===== src/async_tq_pkg.sv =====
package async_tq_pkg;
  // ************************************************
  // Register offsets (byte addresses)
  // ************************************************
  localparam logic [7:0] OFF_CTL = 8'h80;
  localparam logic [7:0] OFF_QSTATE = 8'h84;
  localparam logic [7:0] OFF_RQ_NEXT = 8'h88;
  localparam logic [7:0] OFF_RQ_LAST = 8'h8c;
  localparam logic [7:0] OFF_RP_NEXT = 8'h90;
  localparam logic [7:0] OFF_RP_LAST = 8'h94;
  localparam logic [7:0] OFF_RREQ = 8'h98;
  localparam logic [7:0] OFF_RRSP = 8'h9c;
  localparam logic [7:0] OFF_EVEN = 8'ha0;
  localparam logic [7:0] OFF_EVENT = 8'ha4;
  // ************************************************
  // Control field positions and reset values
  // ************************************************
  localparam int TOF_LSB = 0;
  localparam int TOS_LSB = 13;
  localparam int MAXRC_LSB = 16;
  localparam int ARXALL_BIT = 20;
  localparam int ARXRST_BIT = 21;
  localparam int ATXRST_BIT = 22;
  localparam logic [12:0] TOF_RST = 13'h0;
  localparam logic [2:0] TOS_RST = 3'h1;
  localparam logic [3:0] MAXRC_RST = 4'h0;
  localparam logic ARXALL_RST = 1'b0;
  localparam logic ATXRST_RST = 1'b1;
  localparam logic [15:0] EVEN_RST = 16'h0;
  // ************************************************
  // Event bits: tx queue q at 5*q, rx queue r at 8+4*r
  // ************************************************
  localparam int EV_WR = 0;
  localparam int EV_WRERR = 1;
  localparam int EV_TXFULL = 2;
  localparam int EV_TIMEOUT = 3;
  localparam int EV_RCVD = 4;
  localparam int EV_AV = 8;
  localparam int EV_LAST = 9;
  localparam int EV_RDERR = 10;
  localparam int EV_RXFULL = 11;
  localparam logic [15:0] EV_AUTO = 16'h3300;
  // ************************************************
  // Queue state bits, five per queue
  // ************************************************
  localparam int QS_EMPTY = 0;
  localparam int QS_5AV = 1;
  localparam int QS_AF = 2;
  localparam int QS_FULL = 3;
  localparam int QS_IDLE = 4;
  // ************************************************
  // Transaction status and timing
  // ************************************************
  localparam logic [3:0] STATUS_PENDING = 4'h2;
  localparam int FRAC_TIME_NS = 125000;
  localparam int CLK_PERIOD_NS = 4;
  localparam int FRAC_CYCLES = FRAC_TIME_NS / CLK_PERIOD_NS;
  localparam logic [16:0] FRACS_PER_SEC = 17'h1f40;
  // Quadlet with its end-of-packet mark
  typedef struct packed {
    logic last;
    logic [31:0] data;
  } quad_s;
  // Response intake state
  typedef enum logic {
    RX_IDLE = 1'b0,
    RX_PKT = 1'b1
  } rx_e;
endpackage


===== src/async_transaction_queues.sv =====
// The implementer's own choice: the plain strobed port.
`timescale 1ns/10ps
// ************************************************
// Packet queue with commit and rewind points
// ************************************************
module sync_quad_fifo #(
  parameter int DEPTH = 16
) (
  input wire logic core_clk,
  input wire logic arst_n,
  input wire logic flush,
  input wire logic push,
  input wire async_tq_pkg::quad_s pushQ,
  input wire logic abort,
  input wire logic pop,
  input wire logic rewind,
  output async_tq_pkg::quad_s head,
  output logic empty,
  output logic [$clog2(DEPTH):0] free
);
  localparam int AW = $clog2(DEPTH);
  async_tq_pkg::quad_s mem [DEPTH]; // Storage
  logic [AW:0] wrPtr; // Next free slot
  logic [AW:0] cmtPtr; // End of last whole packet
  logic [AW:0] rdPtr; // Head for reading
  logic [AW:0] pktPtr; // Start of packet being read
  assign head = mem[rdPtr[AW-1:0]];
  assign empty = (cmtPtr == rdPtr);
  // Space is held until a packet has been fully read
  assign free = (AW+1)'(DEPTH) - (wrPtr - pktPtr);
  // Storage write
  always_ff @(posedge core_clk) begin
    if (push) begin
      mem[wrPtr[AW-1:0]] <= pushQ;
    end
  end
  // Pointer update
  always_ff @(posedge core_clk or negedge arst_n) begin
    if (!arst_n) begin
      wrPtr <= '0;
      cmtPtr <= '0;
      rdPtr <= '0;
      pktPtr <= '0;
    end else if (flush) begin
      wrPtr <= '0;
      cmtPtr <= '0;
      rdPtr <= '0;
      pktPtr <= '0;
    end else begin
      // Abort drops the unfinished packet
      wrPtr <= abort ? cmtPtr : wrPtr + (AW+1)'(push);
      if (push && pushQ.last) begin
        cmtPtr <= wrPtr + 1'b1;
      end
      rdPtr <= rewind ? pktPtr : rdPtr + (AW+1)'(pop);
      if (pop && head.last) begin
        pktPtr <= rdPtr + 1'b1;
      end
    end
  end
endmodule
// Behaviour
// - Registers are whole 32-bit quadlets
// - Writes to reserved bits are ignored
// - Control bits take defaults at power-on
// - Bus reset sets both read-error flags
// - Unsolicited responses dropped unless receive-all
// - Write overrun flags error, discards packet
// - Writing one clears an event flag
// - Transmit end queues one-quadlet confirmation
// - Confirmation carries transaction status
// - Missing response within timeout sets flag
// - Response sets received and available together
// - No last indication after read error
// - Acknowledged read error rewinds the packet
// - Written flag set, cleared by next write
// - Reading response clears available flag
// - Request ports decode at 0x088, 0x08c
// - Response and transfer ports decoded
// - Each event flag has an enable bit
// - Reading an empty queue sets read error
module async_transaction_queues #(
  parameter int DEPTH = 16,
  parameter int FRAC_CYCLES = async_tq_pkg::FRAC_CYCLES
) (
  input wire logic core_clk,
  input wire logic arst_n,
  input wire logic [7:0] regAddr,
  input wire logic [31:0] regWdata,
  input wire logic regWr,
  input wire logic regRd,
  output logic [31:0] regRdata,
  output async_tq_pkg::quad_s [1:0] txQuad,
  output logic [1:0] txValid,
  input wire logic [1:0] txTake,
  output logic [3:0] retryLimit,
  input wire logic txDone,
  input wire logic [3:0] txStatus,
  input wire async_tq_pkg::quad_s rxQuad,
  input wire logic rxValid,
  output logic rxReady,
  input wire logic busReset,
  output logic irq
);
  localparam int AW = $clog2(DEPTH);
  // ************************************************
  // Address decode
  // ************************************************
  wire wrCtl = regWr && regAddr == async_tq_pkg::OFF_CTL;
  wire wrEn = regWr && regAddr == async_tq_pkg::OFF_EVEN;
  wire wrAck = regWr && regAddr == async_tq_pkg::OFF_EVENT;
  wire rqNext = regWr && regAddr == async_tq_pkg::OFF_RQ_NEXT;
  wire rqLast = regWr && regAddr == async_tq_pkg::OFF_RQ_LAST;
  wire rpNext = regWr && regAddr == async_tq_pkg::OFF_RP_NEXT;
  wire rpLast = regWr && regAddr == async_tq_pkg::OFF_RP_LAST;
  wire [1:0] portWr = {rpNext | rpLast, rqNext | rqLast};
  wire [1:0] portLast = {rpLast, rqLast};
  wire [1:0] rdTry; // Transfer register read attempts
  assign rdTry[0] = regRd && regAddr == async_tq_pkg::OFF_RREQ;
  assign rdTry[1] = regRd && regAddr == async_tq_pkg::OFF_RRSP;
  // ************************************************
  // Control register
  // ************************************************
  logic atxrst; // Transmitter held in reset
  logic arxrst; // Receiver flush request
  logic arxall; // Keep unsolicited responses
  logic [3:0] maxrc; // Retry count
  logic [2:0] tos; // Split timeout seconds
  logic [12:0] tof; // Split timeout fraction
  async_tq_pkg::rx_e rxState; // Response intake state
  logic [15:0] evt; // Event flags
  logic [15:0] evEn; // Event enables
  // Whole-quadlet write, reserved bits dropped
  always_ff @(posedge core_clk or negedge arst_n) begin
    if (!arst_n) begin
      atxrst <= async_tq_pkg::ATXRST_RST;
      arxall <= async_tq_pkg::ARXALL_RST;
      maxrc <= async_tq_pkg::MAXRC_RST;
      tos <= async_tq_pkg::TOS_RST;
      tof <= async_tq_pkg::TOF_RST;
      arxrst <= 1'b0;
    end else if (wrCtl) begin
      atxrst <= regWdata[async_tq_pkg::ATXRST_BIT];
      arxrst <= regWdata[async_tq_pkg::ARXRST_BIT];
      arxall <= regWdata[async_tq_pkg::ARXALL_BIT];
      maxrc <= regWdata[async_tq_pkg::MAXRC_LSB +: 4];
      tos <= regWdata[async_tq_pkg::TOS_LSB +: 3];
      tof <= regWdata[async_tq_pkg::TOF_LSB +: 13];
    end else begin
      // Receive-all returns to default on bus reset
      if (busReset) begin
        arxall <= async_tq_pkg::ARXALL_RST;
      end
      // Flush request clears once no packet is arriving
      if (rxState == async_tq_pkg::RX_IDLE) begin
        arxrst <= 1'b0;
      end
    end
  end
  assign retryLimit = maxrc;
  // ************************************************
  // Transmit queues: 0 request, 1 response
  // ************************************************
  logic [15:0] evSet; // Hardware set requests
  logic [15:0] evClr; // Clear requests
  logic [1:0] setWr, setErr, setFull;
  logic [4:0] qs [4]; // Per-queue state bits
  genvar q;
  generate
    for (q = 0; q < 2; q++) begin : g_tx
      async_tq_pkg::quad_s hold; // Staged quadlet
      async_tq_pkg::quad_s outQ; // Quadlet offered to link
      async_tq_pkg::quad_s head;
      logic holdV, drop, outV, empty;
      logic [AW:0] free;
      wire full = free == '0;
      wire moveNow = holdV && !full;
      // A write that finds the stage still blocked is an overrun
      wire overrun = portWr[q] && holdV && !moveNow;
      wire pop = txTake[q] && outV;
      // Staging register between host and queue
      always_ff @(posedge core_clk or negedge arst_n) begin
        if (!arst_n) begin
          hold <= '0;
          holdV <= 1'b0;
          drop <= 1'b0;
        end else if (atxrst) begin
          holdV <= 1'b0;
          drop <= 1'b0;
        end else if (overrun) begin
          // Discard rest of the packet up to its final port write
          holdV <= 1'b0;
          drop <= !portLast[q];
        end else if (portWr[q]) begin
          hold <= {portLast[q], regWdata};
          holdV <= !drop;
          drop <= drop && !portLast[q];
        end else if (moveNow) begin
          holdV <= 1'b0;
        end
      end
      sync_quad_fifo #(.DEPTH(DEPTH)) u_fifo (
        .core_clk(core_clk),
        .arst_n(arst_n),
        .flush(atxrst),
        .push(moveNow),
        .pushQ(hold),
        .abort(overrun),
        .pop(pop),
        .rewind(1'b0),
        .head(head),
        .empty(empty),
        .free(free)
      );
      // Registered offer to the link transmitter
      always_ff @(posedge core_clk or negedge arst_n) begin
        if (!arst_n) begin
          outV <= 1'b0;
          outQ <= '0;
        end else begin
          outV <= !empty && !pop && !atxrst;
          outQ <= head;
        end
      end
      assign txValid[q] = outV;
      assign txQuad[q] = outQ;
      assign setWr[q] = moveNow;
      assign setErr[q] = overrun;
      assign setFull[q] = moveNow && free == (AW+1)'(1);
      assign qs[q] = {!holdV, full, free == (AW+1)'(1), free >= (AW+1)'(5), empty};
    end
  endgenerate
  // ************************************************
  // Split transaction tracking
  // ************************************************
  logic pending; // Response outstanding
  logic rspDone; // Response committed last cycle
  logic [15:0] fracCyc; // Cycles within one fraction
  logic [16:0] units; // Fractions elapsed
  wire [16:0] limit = 17'(tos) * async_tq_pkg::FRACS_PER_SEC + 17'(tof);
  wire confirmPend = txDone && txStatus == async_tq_pkg::STATUS_PENDING;
  wire [1:0] push;
  async_tq_pkg::quad_s pushQ [2];
  // Response packet matches only while a transaction is pending
  wire rspCommit = push[1] && rxQuad.last && pending;
  wire expired = pending && !rspCommit && units >= limit;
  // Timeout counter and response matching
  always_ff @(posedge core_clk or negedge arst_n) begin
    if (!arst_n) begin
      pending <= 1'b0;
      rspDone <= 1'b0;
      fracCyc <= '0;
      units <= '0;
    end else begin
      rspDone <= rspCommit && !busReset;
      if (busReset) begin
        pending <= 1'b0;
      end else if (confirmPend) begin
        pending <= 1'b1;
        fracCyc <= '0;
        units <= '0;
      end else if (rspCommit || expired) begin
        pending <= 1'b0;
      end else if (pending) begin
        if (fracCyc == 16'(FRAC_CYCLES - 1)) begin
          fracCyc <= '0;
          units <= units + 1'b1;
        end else begin
          fracCyc <= fracCyc + 1'b1;
        end
      end
    end
  end
  // ************************************************
  // Receive queues: 0 confirmations, 1 responses
  // ************************************************
  logic accReg; // Current packet is being kept
  wire rxFlush = arxrst || busReset;
  wire accept = (rxState == async_tq_pkg::RX_IDLE) ? (pending || arxall) : accReg;
  wire rxTake = rxValid && rxReady;
  assign push[0] = txDone;
  assign pushQ[0] = {1'b1, 28'h0, txStatus};
  assign push[1] = rxTake && accept;
  assign pushQ[1] = rxQuad;
  // Packet framing of incoming responses
  always_ff @(posedge core_clk or negedge arst_n) begin
    if (!arst_n) begin
      rxState <= async_tq_pkg::RX_IDLE;
      accReg <= 1'b0;
      rxReady <= 1'b0;
    end else begin
      rxReady <= !rxFlush && g_rx[1].free >= (AW+1)'(2);
      if (rxFlush) begin
        rxState <= async_tq_pkg::RX_IDLE;
      end else if (rxTake) begin
        accReg <= accept;
        rxState <= rxQuad.last ? async_tq_pkg::RX_IDLE : async_tq_pkg::RX_PKT;
      end
    end
  end
  logic [1:0] rdOk; // Accepted transfer reads
  genvar r;
  generate
    for (r = 0; r < 2; r++) begin : g_rx
      localparam int B = 8 + 4 * r;
      async_tq_pkg::quad_s head;
      logic empty;
      logic [AW:0] free;
      wire rdErr = evt[B + 2];
      // Reads are refused while the read error stands
      assign rdOk[r] = rdTry[r] && !empty && !rdErr;
      // Acknowledging a read error rewinds to packet start
      wire rewind = wrAck && regWdata[B + 2] && rdErr;
      wire avNext = !empty && !rdOk[r] && !rdErr;
      sync_quad_fifo #(.DEPTH(DEPTH)) u_fifo (
        .core_clk(core_clk),
        .arst_n(arst_n),
        .flush(rxFlush),
        .push(push[r] && !rxFlush),
        .pushQ(pushQ[r]),
        .abort(1'b0),
        .pop(rdOk[r]),
        .rewind(rewind),
        .head(head),
        .empty(empty),
        .free(free)
      );
      assign evSet[B] = avNext;
      assign evSet[B + 1] = avNext && head.last;
      assign evSet[B + 2] = busReset || (rdTry[r] && empty && !rdErr);
      assign evSet[B + 3] = push[r] && free == (AW+1)'(1);
      assign qs[2 + r] = {1'b0, free == '0, free == (AW+1)'(1), free >= (AW+1)'(5), empty};
    end
  endgenerate
  // ************************************************
  // Event flags, enables and interrupt
  // ************************************************
  assign evSet[async_tq_pkg::EV_WR] = setWr[0];
  assign evSet[async_tq_pkg::EV_WRERR] = setErr[0];
  assign evSet[async_tq_pkg::EV_TXFULL] = setFull[0];
  assign evSet[async_tq_pkg::EV_TIMEOUT] = expired;
  assign evSet[async_tq_pkg::EV_RCVD] = rspDone;
  assign evSet[5 + async_tq_pkg::EV_WR] = setWr[1];
  assign evSet[5 + async_tq_pkg::EV_WRERR] = setErr[1];
  assign evSet[5 + async_tq_pkg::EV_TXFULL] = setFull[1];
  // Write-one clear; written flags also clear on the next port write
  wire [15:0] ackMask = wrAck ? regWdata[15:0] : 16'h0;
  wire [15:0] portClr = {10'h0, portWr[1], 4'h0, portWr[0]};
  assign evClr = ackMask | portClr | async_tq_pkg::EV_AUTO;
  // Sticky flags except the EV_AUTO bits; a set in the clearing cycle wins
  always_ff @(posedge core_clk or negedge arst_n) begin
    if (!arst_n) begin
      evt <= 16'h0;
    end else begin
      evt <= evSet | (evt & ~evClr);
    end
  end
  // Enable register
  always_ff @(posedge core_clk or negedge arst_n) begin
    if (!arst_n) begin
      evEn <= async_tq_pkg::EVEN_RST;
    end else if (wrEn) begin
      evEn <= regWdata[15:0];
    end
  end
  // Level interrupt from enabled flags
  always_ff @(posedge core_clk or negedge arst_n) begin
    if (!arst_n) begin
      irq <= 1'b0;
    end else begin
      irq <= |((evSet | (evt & ~evClr)) & evEn);
    end
  end
  // ************************************************
  // Read data
  // ************************************************
  wire [31:0] ctlWord = (32'(atxrst) << async_tq_pkg::ATXRST_BIT) | (32'(arxall) << async_tq_pkg::ARXALL_BIT)
                      | (32'(maxrc) << async_tq_pkg::MAXRC_LSB) | (32'(tos) << async_tq_pkg::TOS_LSB)
                      | (32'(tof) << async_tq_pkg::TOF_LSB);
  wire [31:0] qsWord = {12'h0, qs[3], qs[2], qs[1], qs[0]};
  wire [31:0] rdMux = (regAddr == async_tq_pkg::OFF_CTL) ? ctlWord :
    (regAddr == async_tq_pkg::OFF_QSTATE) ? qsWord :
    (regAddr == async_tq_pkg::OFF_EVEN) ? {16'h0, evEn} :
    (regAddr == async_tq_pkg::OFF_EVENT) ? {16'h0, evt} :
    rdOk[0] ? g_rx[0].head.data :
    rdOk[1] ? g_rx[1].head.data : 32'h0;
  // Answer stands for the cycle after the read only
  always_ff @(posedge core_clk or negedge arst_n) begin
    if (!arst_n) begin
      regRdata <= 32'h0;
    end else begin
      regRdata <= regRd ? rdMux : 32'h0;
    end
  end
endmodule


===== config.mk =====
export PLATFORM = sky130hd
export DESIGN_NAME = async_transaction_queues
export DESIGN_NICKNAME = d
export VERILOG_FILES = /design/src/async_tq_pkg.sv /design/src/async_transaction_queues.sv
export SDC_FILE = /design/constraint.sdc
export NUM_CORES = 2
export LEC_CHECK = 0
export BUFFER_PORTS_ARGS = -buffer_cell sky130_fd_sc_hd__buf_4
export CORE_UTILIZATION = 59
export CTS_CLUSTER_DIAMETER = 200
export DETAILED_ROUTE_END_ITERATION = 8
export GPL_ROUTABILITY_DRIVEN = 0
export GPL_TIMING_DRIVEN = 0
export PLACE_DENSITY = 0.76
export SYNTH_ARGS = -nofsm -noshare
export SYNTH_HDL_FRONTEND = slang
export SYNTH_HIERARCHICAL = 1
export SYNTH_SLANG_ARGS = --single-unit

===== constraint.sdc =====
create_clock -name core_clk -period 16.44 [get_ports core_clk]
set_clock_uncertainty 0.1 [all_clocks]
set_input_delay 0 -clock core_clk [delete_from_list [all_inputs] [get_ports core_clk]]
set_output_delay 0 -clock core_clk [all_outputs]
set_load 0.02 [all_outputs]

Word-level counts from Yosys, hierarchy flattened --
Memories as Yosys holds them, arrays and structs flattened. Index checks and enable logic that the tools add are counted.
Word-level totals: bits in registers 344, latch bits 0, RAM bits 1648, memory bits (read-only) 0, input bits 86, output and inout bits 106, word-level logic and storage cells 319, memories kept 4
Memories:
- g_rx[1].u_fifo.mem | words 16, bits a word 33, read ports 1, clocked after Yosys merged registers in 0, write ports 1, RTL line async_transaction_queues.sv:22 | async_tq_pkg::quad_s mem [DEPTH];
- g_tx[0].u_fifo.mem | words 16, bits a word 33, read ports 1, clocked after Yosys merged registers in 0, write ports 1, RTL line async_transaction_queues.sv:22
- g_tx[1].u_fifo.mem | words 16, bits a word 33, read ports 1, clocked after Yosys merged registers in 0, write ports 1, RTL line async_transaction_queues.sv:22
- g_rx[0].u_fifo.mem | words 16, bits a word 4, read ports 1, clocked after Yosys merged registers in 0, write ports 1, RTL line async_transaction_queues.sv:22
Cells by class: $add $sub $neg 27, multipliers 1, div/mod/pow operators 0, order comparisons 6, equal/unequal tests 22, shift operators 0, multiplexer cells 77, bitwise gates (word level) 16, reductions and logical operators 119
Operators by type and width (number):
- $mux W32 | 7
- $mux W5 | 28
- $eq A8 B8 Y1 const B | 10
- $mux W16 | 5
- $mux W17 | 4
- $logic_and A1 B1 Y1 | 61
- $add A5 B1 Y5 | 8
- $add A5 B1 Y5 const B | 8
- $mux W1 | 33
- $and A16 B16 Y16 | 2
- $logic_not A1 Y1 | 24
- $reduce_bool A2 Y1 | 12
- $or A23 B13 Y23 | 1
- $or A23 B16 Y23 | 1
- $or A23 B20 Y23 | 1
- $or A23 B21 Y23 | 1
- $eq A5 B1 Y1 const B | 4
- $eq A5 B5 Y1 | 4
- $ge A5 B3 Y1 const B | 4
- $logic_not A5 Y1 | 4
- $sub A5 B5 Y5 | 4
- $sub A5 B5 Y5 const A | 4
- $add A16 B13 Y17 | 1
- $add A17 B1 Y17 const B | 1
- other kinds (20) | 36

Longest topological paths before layout --
depth in word-level cells 12, gate-level depth with buffers 21

Hierarchy --
The synthesis kept the hierarchy.
Modules (own cells, without submodules):
- sync_quad_fifo at g_rx[0].u_fifo ... | instances 2, cells an instance 1022, area an instance 21598.2 um^2
- sync_quad_fifo at g_tx[0].u_fifo | instances 1, cells an instance 1018, area an instance 21534.4 um^2
- sync_quad_fifo at g_tx[1].u_fifo | instances 1, cells an instance 908, area an instance 21428.1 um^2
- async_transaction_queues | instances 1, cells an instance 977, area an instance 11796.3 um^2

Worst setup path before layout --
Ideal clock, no wire load.
path kind register to register, start reg g_tx[1].u_fifo.wrPtr[2], end mem g_tx[1].u_fifo/mem[0][0] (netlist name), enable pin, setup time 0.464 ns, arrival 4.868 ns, data required time 15.876 ns, path slack 11.007 ns, cell stages (with the launch flop) 13, buffers on the path 1, period minus slack after synthesis 5.433 ns, cell sequence dfrtp_1 -> buf_1 -> inv_1 -> ha_1 -> ha_1 -> a21o_1 -> a21oi_1 -> xnor2_1 -> nor4_1 -> nor2b_1 -> nor2b_1 -> nand2_1 -> nor3_1
On the way: word-level cells in the longest chain between the ends 7
Ends and longest elaborated chain:
- start, declared | RTL line async_transaction_queues.sv:23 | logic [AW:0] wrPtr;
- start signal, assigned | RTL line async_transaction_queues.sv:51 | wrPtr <= abort ? cmtPtr : wrPtr + (AW+1)'(push);
- $sub A5 B5 Y5 (2 in series) | RTL line async_transaction_queues.sv:30 | assign free = (AW+1)'(DEPTH) - (wrPtr - pktPtr);
- via g_tx[1].free[4] | RTL line async_transaction_queues.sv:175 | logic [AW:0] free;
- $logic_not A5 Y1 | RTL line async_transaction_queues.sv:176 | wire full = free == '0;
- $logic_not A1 Y1 | RTL line async_transaction_queues.sv:177 | wire moveNow = holdV && !full;
- $logic_and A1 B1 Y1 | RTL line async_transaction_queues.sv:177
- via evSet[5] | RTL line async_transaction_queues.sv:164 | logic [15:0] evSet;
- $mux W1 | RTL line async_transaction_queues.sv:33 | if (push) begin
- $mux W1 (not written as such) | RTL line async_transaction_queues.sv:34 | mem[wrPtr[AW-1:0]] <= pushQ;
- end, declared | RTL line async_transaction_queues.sv:22
The timed path passes the listed nets, and every way through them passes these cells.

Worst setup path in the final report --
start reg tos[1], end reg units[7]
On the way: word-level cells in the longest chain between the ends 7
Ends and longest elaborated chain:
- start, declared | RTL line async_transaction_queues.sv:128 | logic [2:0] tos;
- start signal, assigned | RTL line async_transaction_queues.sv:139 | tos <= async_tq_pkg::TOS_RST;
- start signal, assigned | RTL line async_transaction_queues.sv:147 | tos <= regWdata[async_tq_pkg::TOS_LSB +: 3];
- $mul A3 B7 Y10 | RTL line async_transaction_queues.sv:240 | wire [16:0] limit = 17'(tos) * async_tq_pkg::FRACS_PER_SEC + 17'(tof);
- $add A16 B13 Y17 | RTL line async_transaction_queues.sv:240
- $ge A17 B17 Y1 | RTL line async_transaction_queues.sv:246 | wire expired = pending && !rspCommit && units >= limit;
- $logic_and A1 B1 Y1 | RTL line async_transaction_queues.sv:246
- $logic_or A1 B1 Y1 | RTL line async_transaction_queues.sv:262 | end else if (rspCommit || expired) begin
- $ne A2 B2 Y1 (no line)
- $reduce_and A4 Y1 (no line)
- end signal, assigned | RTL line async_transaction_queues.sv:267 | units <= units + 1'b1;
- end, declared | RTL line async_transaction_queues.sv:239 | logic [16:0] units;
Every way passes these cells. A chain may end at the register's enable or synchronous reset.

==> impl_summary.log <==
INFO  metric worst_r2r_path_depth = 17
INFO  metric syn_to_final_growth = 18.1%
INFO  metric run_status = finished clean
INFO  metric synth_area_in_xor_xnor = 0.00921
INFO  metric synth_ff_type = edfxtp_1
INFO  metric yosys-mux-area-fraction = 0.157
INFO  metric worst_path_max_delay_cell = o211ai_1
INFO  metric layout_cells_sized_above_1 = 0.226
INFO  metric worstSetupPathType = register to register
INFO  metric ant_nets = 0
INFO  metric timing_max_transition_violations_final = 0
INFO  metric timing.final.crit_share = 0.348
INFO  metric cts_buffers = 233
INFO  metric worst_setup_path_startpoint = tos[1]
INFO  metric slew-limit-headroom = 0.120
INFO  metric max_stage_delay = 680 ps
INFO  metric port_buffers = 189
INFO  metric htree_levels = 4
INFO  metric synth_simple_gate_area_frac = 0.0345
INFO  metric die_span_y = 409 um
INFO  metric max_slew.worst_pin.slew = 1320 ps
INFO  metric critical_path_arrival = 6400 ps
INFO  metric totalNegativeSetupSlack = 0 ps
INFO  metric cts_tree = done
INFO  metric combinationalPowerShare = 0.173
INFO  metric path_buf_inv = 2
INFO  metric site_row_count = 149
INFO  metric finalCoreUtilization = 0.702
INFO  metric total_switching_power = 3.84 mW
INFO  metric finalNetCount = 6314
INFO  metric first_pass_iters = 6
INFO  metric p_per_area = 130 mW/mm^2
INFO  metric multiInputGateArea = 0.0263 mm^2
INFO  metric worst_skew_pair.late_latency = 870 ps
INFO  metric critPathCapture = units[7]
INFO  metric setup_slack = 10720 ps
INFO  metric cellLeakagePower = 40.2 nW
INFO  metric combinational_family_with_the_most_area_after_synthesis = multiplexers
INFO  metric crit_path_start_kind = register
INFO  metric synth_area_in_compound_gates = 0.0308
INFO  metric ys_warn_count = 6
INFO  metric hpwlAfterDp = 152 mm
INFO  metric initial_utilization = 0.594
INFO  metric globalRouteTotalUtil = 0.287
INFO  metric cts.clk_slew.worst_paths = 60 ps
INFO  metric cp.required = 17120 ps
INFO  metric ff_latch_area = 0.0720 mm^2
INFO  metric remaining_drc_errors = 0
INFO  metric hold_path.class = primary input to register
INFO  metric minimum_clock_period_after_layout = 5720 ps
INFO  metric routedWlPerCell = 27.9 um
INFO  metric p_sw_frac = 0.254
INFO  metric achievable_freq = 175 MHz
INFO  metric ys_ff_latch = 2456
INFO  metric cts_num_sinks = 2456
INFO  metric first_global_vias = 53900
INFO  metric setup-violations-final = 0
INFO  metric p_int = 11.2 mW
INFO  metric timing.reg2reg.setup_slack = 10720 ps
INFO  metric antenna_violations_before_repair = 22
INFO  metric synth-seq-area-share = 0.735
INFO  metric max-clock-path-buffers = 3
INFO  metric cp_common_cell = fa_1
INFO  metric pwr-share-clk = 0.356
INFO  metric r2r-start = tos[1]
INFO  metric grt_overflow_total = 0
INFO  metric dr.first_iter.drc_count = 6112
INFO  metric synth.avg_cell_area = 19.8 um^2
INFO  metric max_cap_violations = 0
INFO  metric io_pins = 192
INFO  metric vdd_ir_drop_max = 131 uV
INFO  metric rsz_0062_raised_after_global_routing = no
INFO  metric critical_path.endpoint_type = register
INFO  metric critical_path.top_delay_family = adder cells
INFO  metric netlist_area = 0.0980 mm^2
INFO  metric place_ws = 10800 ps
INFO  metric synth-adder-area-share = 0.0145
INFO  metric synth_edf_count = 2112
INFO  metric worst-path-max-fanout = 10
INFO  metric path_length_in_cells_of_the_critical_path = 17
INFO  metric number_of_buffers_inserted_to_repair_setup_after_cts = 0
INFO  metric netlist-cell-type-count = 94
INFO  metric cts_resized = 0
INFO  metric worst_r2r_endpoint = units[7]
INFO  metric route.vias.total = 52073
INFO  metric largest_net_degree_at_the_start_of_global_routing = 110
INFO  metric holdBufCountCts = 172
INFO  metric final-hold-violation-count = 0
INFO  metric die-width = 409 um
INFO  metric drt-total-wl = 238 mm
INFO  metric gate_count_post_synth = 4947
INFO  metric via_per_inst = 6.10
INFO  metric clock_root_buffer_master = clkbuf_16
INFO  metric crit_chain = fa_1 -> inv_1 -> fa_1 -> fa_1 -> inv_1 -> ha_1 -> o41ai_1 -> nor2_1 -> xnor2_1 -> ha_1 -> nand3_1 -> nor2_1 -> o211ai_1 -> o211ai_1 -> o21ai_0 -> a31o_2 -> a21oi_1
INFO  metric grt_pass1_wl = 349 mm
INFO  metric floorplan.die_area = 0.168 mm^2
INFO  metric num-fill-cells = 10012
INFO  metric share_of_async_settable_or_async_resettable_flops_after_synthesis = 0.140
INFO  metric core_area = 0.165 mm^2
INFO  metric seqPwrFrac = 0.471
-- per-stage QoR --
step / power, mW / instance area [um^2] / hold slack (ps) / instances
floorplan: 8.91 / 99700 / -396 / 5415
global placement: 9.71 / 104000 / 129 / 7793
detailed placement: 9.78 / 106000 / -59.3 / 7902
CTS: 15.1 / 116000 / 1.75 / 8520
global route: 15.5 / 116000 / 23.7 / 8524
finish: 15.1 / 116000 / 66.2 / 8534
-- cell usage after synthesis, drive strengths merged, types with 76 or more instances --
library cell	instances	share of area
edfxtp	2112	0.65
mux4	546	0.13
dfrtp	342	0.087
nor2	198	0.0077
mux2i	166	0.017
a21oi	154	0.0079
buf	147	0.011
nor2b	140	0.0089
clkbuf	121	0.0047
a211oi	119	0.0094
mux2	119	0.014
nand2	100	0.0038
ha	99	0.013
inv	76	0.0029
-- worst min-delay path: cells and delay by family --
kind / cells / cell delay (ps)
AND/OR/NAND/NOR: 1 / 70
buffers and inverters: 2 / 780
AO/OA/AOI/OAI: 2 / 150
-- worst min path at each step --
stage                        to          from  depth (start not counted)
2_1_floorplan            accReg        arst_n                          0
3_3_place_gp   g_tx[1].hold[25]  regWdata[25]                          2
3_5_place_dp         txQuad[19]        arst_n                          1
4_1_cts                  tos[1]  regWdata[14]                          3
5_1_grt                  tos[1]  regWdata[14]                          3
6_report                 accReg       rxValid                          5
-- cell type report --
cell class                 instances  area share
buffer                           268      0.0132
sequential                      2456       0.623
multi-input combinational       2615       0.227
tap                             2189      0.0237
inverter                          76     0.00247
clock buffer                     344      0.0570
timing repair buffer             470      0.0437
clock inverter                   102     0.00958
antenna                           14    0.000303
-- layout by cell type, fill, tap and decap left out, drive strengths merged, types with 140 or more instances in the layout --
cell         instances
clkbuf             465
mux4               546
conb               470
nor2               198
dlygate4sd3        171
a21oi              154
dfrtp              342
buf                446
mux2i              166
nor2b              140
edfxtp            2112
-- kinds of logic (layout without fill, tap and decap cells) --
logic type,after synthesis,count (layout)
AOI/OAI and AO/OA,451,451
xor gates and xnor gates,103,103
adders and majority gates,108,108
buffers and inverters,344,1260
DFF,2456,2456
muxes,831,831
other,2,484
and+or+nand+nor,652,652
-- flip-flops by register name, summed over array words and instances, names as in the netlist, 3 cells and up --
name,cells
evEn,16
evt,16
fracCyc,16
g_rx.u_fifo/cmtPtr,10
g_rx.u_fifo/mem,1056
g_rx.u_fifo/pktPtr,10
g_rx.u_fifo/rdPtr,10
g_rx.u_fifo/wrPtr,10
g_tx.hold,66
g_tx.u_fifo/cmtPtr,10
g_tx.u_fifo/mem,1056
g_tx.u_fifo/pktPtr,10
g_tx.u_fifo/rdPtr,10
g_tx.u_fifo/wrPtr,10
regRdata,32
retryLimit,4
tof,13
tos,3
txQuad,66
units,17
-- power by group through the flow --
stage,Sequential [mW],Combinational [mW],Clock [mW]
6_report,7.11,2.61,5.36
5_1_grt,7.13,2.76,5.66
4_1_cts,7.11,2.61,5.42
3_5_place_dp,7.24,2.54,0
3_3_place_gp,7.23,2.48,0
2_1_floorplan,7.28,1.63,0
-- layer usage --
layer  share of wire  up-vias  track usage
met5         0.00044        -            0
met4           0.043       16        0.119
met3           0.086      506       0.0567
met2            0.49     2601        0.468
met1            0.38    27054        0.384
li1                -    21896            -
Power figures use the tool's default switching activity.
